## src/motion_cmd_defs.svh

```systemverilog
// Constants of the motion interrupt command unit
`ifndef MOTION_CMD_DEFS_SVH
`define MOTION_CMD_DEFS_SVH
// Command codes
`define CMD_RESET 8'h00
`define CMD_WIDTH_EIGHT 8'h05
`define CMD_WIDTH_TWELVE 8'h06
`define CMD_HOME_DEFINE 8'h02
`define CMD_INDEX_ARM 8'h03
`define CMD_THR_FLAG 8'h1B
`define CMD_THR_STOP 8'h1A
`define CMD_BP_ABS 8'h20
`define CMD_BP_REL 8'h21
`define CMD_MASK_LOAD 8'h1C
`define CMD_FLAG_CLEAR 8'h1D
// Register byte offsets
`define OFS_CMD_STATUS 5'h00
`define OFS_DATA 5'h04
`define OFS_INDEX_POS 5'h08
`define OFS_MASK 5'h0C
`define OFS_THRESHOLD 5'h10
`define OFS_BREAKPOINT 5'h14
`define OFS_CONFIG 5'h18
// Status bit positions
`define BIT_BUSY 0
`define BIT_CMD_ERR 1
`define BIT_TRAJ 2
`define BIT_INDEX 3
`define BIT_WRAP 4
`define BIT_POS_ERR 5
`define BIT_BREAK 6
// Reset values and codes
`define MASK_RESET 6'h00
`define ZERO_CODE8 8'h80
`define ZERO_CODE12 12'h800
// Busy time after a command or data word
`define BUSY_TIME_NS 15000
`define CLK_PERIOD_NS 10
`define BUSY_CYCLES (`BUSY_TIME_NS / `CLK_PERIOD_NS)
`endif

```

## src/motion_cmd_pkg.sv

```systemverilog
// Types of the motion interrupt command unit
package motion_cmd_pkg;
    typedef enum logic [0:0] {
        ST_IDLE,
        ST_COLLECT
    } cmd_state_t;
    typedef logic [5:0] flag_vec_t;
endpackage : motion_cmd_pkg

```

## src/motion_interrupt_command_unit.sv

```systemverilog
// Command decoder for width, home and interrupt control of a servo controller
// ==========================================================================
`timescale 1ns/10ps
`include "motion_cmd_defs.svh"
module motion_interrupt_command_unit
    import motion_cmd_pkg::*;
(
    input wire logic core_clk,
    input wire logic rst_n,
    input wire logic [4:0] address,
    input wire logic read,
    input wire logic write,
    input wire logic [31:0] writedata,
    output logic [31:0] readdata,
    output logic waitrequest,
    input wire logic enc_a,
    input wire logic enc_b,
    input wire logic enc_index,
    input wire logic [31:0] raw_position,
    input wire logic [31:0] target_position,
    input wire logic signed [15:0] position_error,
    input wire logic [15:0] filter_drive,
    input wire logic traj_done_evt,
    input wire logic wrap_evt,
    input wire logic cmd_err_evt,
    output logic [31:0] abs_position,
    output logic [11:0] motor_code,
    output logic width_twelve,
    output logic host_irq
);

    // ======================================================================
    // Decode helpers
    function automatic logic [2:0] data_bytes_for(input logic [7:0] code);
        case (code)
            `CMD_THR_FLAG, `CMD_THR_STOP, `CMD_MASK_LOAD, `CMD_FLAG_CLEAR: data_bytes_for = 3'd2;
            `CMD_BP_ABS, `CMD_BP_REL: data_bytes_for = 3'd4;
            default: data_bytes_for = 3'd0;
        endcase
    endfunction : data_bytes_for
    // ======================================================================
    // Bus slave
    logic ack_r;
    logic take;
    logic busy;
    logic cmd_take;
    logic data_take;
    logic [7:0] wbyte;
    assign waitrequest = (read | write) & ~ack_r;
    assign take = (read | write) & ack_r;
    assign wbyte = writedata[7:0];
    assign cmd_take = take & write & (address == `OFS_CMD_STATUS);
    assign data_take = take & write & (address == `OFS_DATA) & ~busy;
    always_ff @(posedge core_clk or negedge rst_n) begin
        if (!rst_n) begin
            ack_r <= 1'b0;
        end else begin
            ack_r <= (read | write) & ~ack_r;
        end
    end
    // ======================================================================
    // Encoder pin synchronisers
    logic [2:0] enc_meta_r;
    logic [2:0] enc_sync_r;
    always_ff @(posedge core_clk or negedge rst_n) begin
        if (!rst_n) begin
            enc_meta_r <= 3'h7;
            enc_sync_r <= 3'h7;
        end else begin
            enc_meta_r <= {enc_index, enc_b, enc_a};
            enc_sync_r <= enc_meta_r;
        end
    end
    // ======================================================================
    // Command sequencing
    cmd_state_t state_r;
    logic [7:0] cmd_r;
    logic [2:0] need_r;
    logic [2:0] cnt_r;
    logic [23:0] data_r;
    logic [31:0] data_cat;
    logic exec_data;
    logic cmd_ok;
    assign data_cat = {data_r, wbyte};
    assign cmd_ok = cmd_take & ~busy;
    assign exec_data = data_take & (state_r == ST_COLLECT) & (cnt_r + 3'd1 == need_r);
    always_ff @(posedge core_clk or negedge rst_n) begin
        if (!rst_n) begin
            state_r <= ST_IDLE;
            cmd_r <= 8'h00;
            need_r <= 3'd0;
            cnt_r <= 3'd0;
            data_r <= 24'h000000;
        end else begin
            case (state_r)
                ST_IDLE: begin
                    if (cmd_ok && data_bytes_for(wbyte) != 3'd0) begin
                        state_r <= ST_COLLECT;
                        cmd_r <= wbyte;
                        need_r <= data_bytes_for(wbyte);
                        cnt_r <= 3'd0;
                    end
                end
                ST_COLLECT: begin
                    if (cmd_ok) begin
                        state_r <= (data_bytes_for(wbyte) != 3'd0) ? ST_COLLECT : ST_IDLE;
                        cmd_r <= wbyte;
                        need_r <= data_bytes_for(wbyte);
                        cnt_r <= 3'd0;
                    end else if (data_take) begin
                        data_r <= data_cat[23:0];
                        cnt_r <= cnt_r + 3'd1;
                        if (exec_data) begin
                            state_r <= ST_IDLE;
                        end
                    end
                end
                default: begin
                    state_r <= ST_IDLE;
                end
            endcase
        end
    end
    // Busy after a command byte or the second byte of a data word
    logic [10:0] busy_cnt_r;
    assign busy = (busy_cnt_r != 11'd0);
    always_ff @(posedge core_clk or negedge rst_n) begin
        if (!rst_n) begin
            busy_cnt_r <= 11'd0;
        end else if (cmd_ok || (data_take && cnt_r[0])) begin
            busy_cnt_r <= 11'(`BUSY_CYCLES);
        end else if (busy) begin
            busy_cnt_r <= busy_cnt_r - 11'd1;
        end
    end
    // ======================================================================
    // Width select and home
    logic soft_reset;
    logic width_twelve_r;
    logic [31:0] home_r;
    assign soft_reset = cmd_ok & (wbyte == `CMD_RESET);
    assign width_twelve = width_twelve_r;
    assign abs_position = raw_position - home_r;
    always_ff @(posedge core_clk or negedge rst_n) begin
        if (!rst_n) begin
            width_twelve_r <= 1'b0;
        end else if (soft_reset || (cmd_ok && wbyte == `CMD_WIDTH_EIGHT)) begin
            width_twelve_r <= 1'b0;
        end else if (cmd_ok && wbyte == `CMD_WIDTH_TWELVE) begin
            width_twelve_r <= 1'b1;
        end
    end
    // Target position is never touched here
    always_ff @(posedge core_clk or negedge rst_n) begin
        if (!rst_n) begin
            home_r <= 32'h00000000;
        end else if (soft_reset || (cmd_ok && wbyte == `CMD_HOME_DEFINE)) begin
            home_r <= raw_position;
        end
    end
    // ======================================================================
    // Index capture
    logic index_armed_r;
    logic index_hit;
    logic [31:0] index_pos_r;
    assign index_hit = index_armed_r & (enc_sync_r == 3'h0);
    always_ff @(posedge core_clk or negedge rst_n) begin
        if (!rst_n) begin
            index_armed_r <= 1'b0;
            index_pos_r <= 32'h00000000;
        end else if (index_hit) begin
            index_armed_r <= 1'b0;
            index_pos_r <= abs_position;
        end else if (cmd_ok && wbyte == `CMD_INDEX_ARM) begin
            index_armed_r <= 1'b1;
        end
    end
    // ======================================================================
    // Position error threshold
    logic [14:0] thresh_r;
    logic stop_mode_r;
    logic stop_r;
    logic [15:0] err_mag;
    logic err_hit;
    assign err_mag = position_error[15] ? 16'(-position_error) : position_error;
    assign err_hit = (err_mag > {1'b0, thresh_r});
    always_ff @(posedge core_clk or negedge rst_n) begin
        if (!rst_n) begin
            thresh_r <= 15'h7FFF;
            stop_mode_r <= 1'b0;
            stop_r <= 1'b0;
        end else if (soft_reset) begin
            stop_mode_r <= 1'b0;
            stop_r <= 1'b0;
        end else if (exec_data && (cmd_r == `CMD_THR_FLAG || cmd_r == `CMD_THR_STOP)) begin
            thresh_r <= data_cat[14:0];
            stop_mode_r <= (cmd_r == `CMD_THR_STOP);
            stop_r <= 1'b0;
        end else if (stop_mode_r && err_hit) begin
            stop_r <= 1'b1;
        end
    end
    // ======================================================================
    // Breakpoint
    logic [31:0] bp_r;
    logic bp_armed_r;
    logic bp_hit;
    assign bp_hit = bp_armed_r & (abs_position == bp_r);
    always_ff @(posedge core_clk or negedge rst_n) begin
        if (!rst_n) begin
            bp_r <= 32'h00000000;
            bp_armed_r <= 1'b0;
        end else if (exec_data && cmd_r == `CMD_BP_ABS) begin
            bp_r <= data_cat;
            bp_armed_r <= 1'b1;
        end else if (exec_data && cmd_r == `CMD_BP_REL) begin
            bp_r <= target_position + data_cat;
            bp_armed_r <= 1'b1;
        end else if (bp_hit) begin
            bp_armed_r <= 1'b0;
        end
    end
    // ======================================================================
    // Flags, mask and interrupt
    flag_vec_t flag_r;
    flag_vec_t mask_r;
    flag_vec_t flag_set;
    logic clr_exec;
    assign flag_set = {bp_hit, err_hit, wrap_evt, index_hit, traj_done_evt, cmd_err_evt};
    assign clr_exec = exec_data & (cmd_r == `CMD_FLAG_CLEAR);
    genvar gi;
    generate
        for (gi = 0; gi < 6; gi = gi + 1) begin : g_flag
            always_ff @(posedge core_clk or negedge rst_n) begin
                if (!rst_n) begin
                    flag_r[gi] <= 1'b0;
                end else if (flag_set[gi]) begin
                    flag_r[gi] <= 1'b1;
                end else if (clr_exec && !data_cat[gi + 1]) begin
                    flag_r[gi] <= 1'b0;
                end
            end
        end
    endgenerate
    always_ff @(posedge core_clk or negedge rst_n) begin
        if (!rst_n) begin
            mask_r <= `MASK_RESET;
        end else if (soft_reset) begin
            mask_r <= `MASK_RESET;
        end else if (exec_data && cmd_r == `CMD_MASK_LOAD) begin
            mask_r <= data_cat[6:1];
        end
    end
    always_ff @(posedge core_clk or negedge rst_n) begin
        if (!rst_n) begin
            host_irq <= 1'b0;
        end else begin
            host_irq <= |(flag_r & mask_r);
        end
    end
    // ======================================================================
    // Motor output, offset binary
    always_ff @(posedge core_clk or negedge rst_n) begin
        if (!rst_n) begin
            motor_code <= {4'h0, `ZERO_CODE8};
        end else if (stop_r || soft_reset) begin
            motor_code <= width_twelve_r ? `ZERO_CODE12 : {4'h0, `ZERO_CODE8};
        end else if (width_twelve_r) begin
            motor_code <= filter_drive[15:4] ^ `ZERO_CODE12;
        end else begin
            motor_code <= {4'h0, filter_drive[15:8] ^ `ZERO_CODE8};
        end
    end
    // ======================================================================
    // Read data
    always_ff @(posedge core_clk or negedge rst_n) begin
        if (!rst_n) begin
            readdata <= 32'h00000000;
        end else if (read && !ack_r) begin
            case (address)
                `OFS_CMD_STATUS: readdata <= {24'h000000, 1'b0, flag_r, busy};
                `OFS_INDEX_POS: readdata <= index_pos_r;
                `OFS_MASK: readdata <= {25'h0000000, mask_r, 1'b0};
                `OFS_THRESHOLD: readdata <= {17'h00000, thresh_r};
                `OFS_BREAKPOINT: readdata <= bp_r;
                `OFS_CONFIG: readdata <= {28'h0000000, stop_r, stop_mode_r, index_armed_r,
                    width_twelve_r};
                default: readdata <= 32'h00000000;
            endcase
        end
    end
endmodule : motion_interrupt_command_unit

```

## config.mk

```make
export PLATFORM = sky130hd
export DESIGN_NAME = motion_interrupt_command_unit
export DESIGN_NICKNAME = d
export VERILOG_FILES = /design/src/motion_cmd_pkg.sv /design/src/motion_interrupt_command_unit.sv
export VERILOG_INCLUDE_DIRS = /design/src
export SDC_FILE = /design/constraint.sdc
export NUM_CORES = 1
export LEC_CHECK = 0
export ABC_AREA = 1
export ABC_CLOCK_PERIOD_IN_PS = 3400
export BUFFER_PORTS_ARGS = -buffer_cell sky130_fd_sc_hd__buf_4
export CORE_AREA = 2 2 200 202
export CTS_BUF_LIST = sky130_fd_sc_hd__clkbuf_8
export DETAILED_ROUTE_END_ITERATION = 8
export DIE_AREA = 0 0 202 204
export GPL_TIMING_DRIVEN = 0
export PLACE_DENSITY = 0.69
export REMOVE_ABC_BUFFERS = 1
export SYNTH_ARGS = -nofsm -noshare
export SYNTH_HDL_FRONTEND = slang
export SYNTH_SLANG_ARGS = --single-unit
```

## constraint.sdc

```tcl
create_clock -name core_clk -period 3.4 [get_ports core_clk]
set_clock_uncertainty 0.05 [all_clocks]
set_input_delay 0 -clock core_clk [delete_from_list [all_inputs] [get_ports core_clk]]
set_output_delay 0 -clock core_clk [all_outputs]
set_load 0.01 [all_outputs]
```

==> results.md <==
* Capturing point of the worst reg2reg path: bp_r[23]
* Number of clock sinks at approximately 230
* Simple logic cell fraction of the synthesized area at about 29%
* Portion of total power attributed to sequential cells at just over 40%
* Longest individual stage delay on the worst path at between 0.6 and 0.7 ns
* Async set or reset register ratio after synthesis at between 90% and 100%
* Count of distinct cell types in the synthesized netlist at 60
* GRT Resource Usage Total at between 20 and 30%
* Fill cells at approximately 3800
* Worst path setup slack after routing at ~0.18 ns
* Core box area at 39180 um2
* CTS Buf Count at 41
* Per-instance average area after synthesis at slightly below 7 um2
* Post-CTS clock slew at the launch and capture registers of the worst setup and hold paths at 0.07 ns
* Clk_lat worst skew at around 0.62 ns
* Wire length of the first global-routing pass at about 83000 um
* RR Startpoint: busy_cnt_r[0]
* Run status: complete, no violations
* Setup TNS at 0 ns
* Vias post-DR at between 15000 and 20000
* Die Ht at 204 um
* Total power of the final layout at approximately 0.0068 W
* Cell repeated most along the worst path: dlygate4sd3_1
* Setup violations, final at 0
* Slack of the worst reg-to-reg path at between 0.2 and 0.25 ns
* Starting density of the core at 39.58%
* Highest fanout seen on the critical path at 6
* Fraction of the mapped netlist area in adder cells at between 6 and 7%
* Share of cell area taken by muxes after synthesis at 0%
* Antenna-violating nets left at 0
* Rows at 73
* Slew at the pin with the worst max-slew slack at ~1.3 ns
* Synthesis-stage register bit count at roughly 230
* Drt pass-1 iters at 6
* Cell count after synthesis at approximately 2200
* Top cell type's share of synthesized area at approximately 33%
* Aggregate global routing overflow at 0
* Number of remaining DRC errors at 0
* Portion of the clock cycle consumed by the worst path in the final layout at between 90% and 100%
* Number of inserted diodes at 0
* Time the worst path needs with I/O delays and setup at ~3.2 ns
* Area growth syn-to-layout at 26.29%
* Number of DRC violations after detailed-routing iteration 0 at roughly 1400
* Number of stages on the worst hold path at 5
* Count of flip-flops with a built-in enable after synthesis at 0
* DR vias/cell at 5.158
* Arrival time of the worst setup path at ~3.7 ns
* Overall routed net length at 53400 um
* Global routing usage on met2 at between 40% and 50%
* Primary flip-flop cell chosen by synthesis mapping: dfrtp_1
* Family with the most delay on the worst path: buffers and inverters
* Antenna violations before repair at 0
* Area of the multi-input gates at ~8100 um2
* Bufs on Longest Clock Path at 3
* Number of nets in the finished design at ~2800
* Type of the most critical hold path: primary input to register
* Critical-path cell list: dlygate4sd3_1 > buf_4 > nor2_4 > dlygate4sd3_1 > nand2_2 > nor2_4 > inv_2 > nor2_1 > inv_2 > nor2_1 > dlygate4sd3_1 > nand3_1 > dlygate4sd3_1 > a221oi_1
* Worst path depth at 14
* HPWL reported at the end of detailed placement at ~42000 um
* Unrepaired setup endpoints after global routing: no
* H-tree depth at 2
* Normalized max-slew margin at 14.59%
* Area fraction in compound gates after synthesis at approximately 14%
* Sort of element at the start of the critical path: primary input
* Switching fraction of total power at 27.43%
* Area after detailed placement at 17600 um2
* Timing startpoint of the critical path: address[1]
* Share of post-route cells with drive strength above 1 at 13.45%
* Area share of xor/xnor cells in the synthesized design at between 2 and 2.5%
* Routed wire per std cell at 17.24 um
* Post-route cell area at about 20000 um2
* Sequential cell area at roughly 5800 um2
* Final cell utilization of the core at about 50%
* Count of cells along the worst register-to-register path at 11
* Met3 Track Usage GR at around 3.7%
* Clock power frac at ~45%
* Cell types with the highest counts after synthesis: nand2_1, inv_1, dfrtp_1
* Count of warnings emitted by yosys at 0
* Number of global-route vias before repair at around 15000
* Max Freq at ~310 MHz
* Max capacitance violation total at 0
* Number of buffers inserted to repair setup after CTS at 0
* Crit end category: register
* Switching power at approximately 0.0019 W
* Global Route met1 Usage at 36.36%
* IO Pins at around 220
* Worst IR Drop VDD at 0.2236 mV
* Pin count of the biggest net entering global routing at 113
* Cell Pwr Density at between 300 and 400 nW/um2
* WP data required at between 3 and 4 ns
* Bufs and invs on worst path at 7
* Proportion of power drawn by combinational gates at between 10% and 20%
* Final max-slew violation count at 0
* Internal power at between 0.004 and 0.005 W
* Horizontal extent of the die at just over 200 um
* Path type of the worst setup path: primary input to register
* Final weighted congestion of routability-driven global placement at 0.9838
* Combinational family with the most area after synthesis: simple AND/OR/NAND/NOR gates
* Proportion of synthesized chip area in sequential cells at ~37%
* Most Crowded Layer GR: met2
* Final Hold Fails at 0
* Top post-synthesis cells by area: dfrtp_1, nand2_1, inv_1
* TritonCTS clock tree: yes
* Combined area of all synthesized cells at 15510 um2
* Synth area leader: dfrtp_1
* Critical path destination: width_twelve
* Library cell with the highest instance count after synthesis: nand2_1
* Leakage dissipation at approximately 10 nW
* Clk root buf: clkbuf_8
* Standard cell with the maximum stage delay on the critical path: dlygate4sd3_1
* Die Outline Area at slightly above 40000 um2
* Number of buffers added on ports at approximately 190
* Post-Place Worst Slack at -0.9208 ns
-- metal layers --
layer,up-vias,part of all wire [%]
met5,-,0
met4,0,3.2
met3,100,7.0
met2,597,44
met1,7464,46
li1,7813,-
-- tightest hold or removal path, stage by stage --
cell and delay (ns):
buf_4 0.08, ha_1 0.24, xor2_1 0.12, nand2_1 0.11
a22oi_1 0.08
-- cells in the final DEF, fill, tap and decap left out, drive strengths merged, types with 6 or more instances in the layout --
cell type,synthesis,layout
nand2,711,711
inv,375,385
dfrtp,207,207
buf,16,204
o21ai,194,194
nand3,141,141
nor2,137,137
a21oi,116,116
dlygate4sd3,0,97
ha,81,81
clkbuf,36,51
xor2,33,33
o22ai,31,31
nor3,29,29
dfstp,22,22
nand4,18,18
a22oi,14,14
nor4,11,11
clkinv,4,11
or2,9,9
o211ai,9,9
a31oi,7,7
xnor2,6,6
o221ai,6,6
a221oi,6,6
-- power groups by stage --
stage                     sequential (W)  clock, W  combinational (W)
after floorplan                  0.00285         0           0.000426
after global placement           0.00285         0           0.000840
after detailed placement         0.00285         0           0.000870
after CTS                        0.00280   0.00308           0.000957
after global routing             0.00281   0.00320            0.00106
final                            0.00280   0.00304           0.000963
-- what timing repair did --
action                     CTS  global route
hold buffers                98             0
hold endpoints to repair   259             0
gates cloned                 1             0
setup endpoints to repair   48            19
resized for setup            5             3
-- kinds of logic after synthesis --
family	Yosys count
flip-flops	229
buffers and inverters	431
adder cells (fa/ha/maj)	83
AND/OR/NAND/NOR	1064
AO/OA/AOI/OAI	400
XOR/XNOR	41
-- stage by stage --
stage / hold WS [ns] / instances
5_1_grt: 0.04877 / 3097
3_5_place_dp: -0.1519 / 2924
4_1_cts: 0.0002499 / 3097
3_3_place_gp: 0.05952 / 2914
2_1_floorplan: -0.3456 / 2196
6_report: 0.02449 / 3097
-- registers in the layout, indices dropped and copies added, names as in the netlist, 2 cells and up --
| signal | cells |
|---|---|
| enc_meta_r | 3 |
| index_pos_r | 32 |
| readdata | 32 |
| motor_code | 12 |
| cnt_r | 3 |
| home_r | 32 |
| mask_r | 6 |
| data_r | 24 |
| thresh_r | 15 |
| bp_r | 32 |
| cmd_r | 8 |
| busy_cnt_r | 11 |
| enc_sync_r | 3 |
| need_r | 2 |
| flag_r | 6 |
-- worst min path at each step --
stage | to | startpoint
4_1_cts | bp_r[11] | target_position[11]
3_3_place_gp | enc_meta_r[2] | enc_index
2_1_floorplan | ack_r | rst_n
6_report | bp_r[11] | target_position[11]
3_5_place_dp | home_r[24] | rst_n
5_1_grt | motor_code[11] | filter_drive[15]
-- layout make-up --
class | count | area share (%)
multi-input cells | 1588 | 41.52
well taps | 525 | 3.354
clock inverters | 23 | 1.297
inverters | 379 | 7.290
repair buffers | 301 | 13.51
repair inverters | 1 | 0.02556
flip-flops and latches | 229 | 29.42
clock buffers | 51 | 3.584
(Power assumes the default switching activity.)
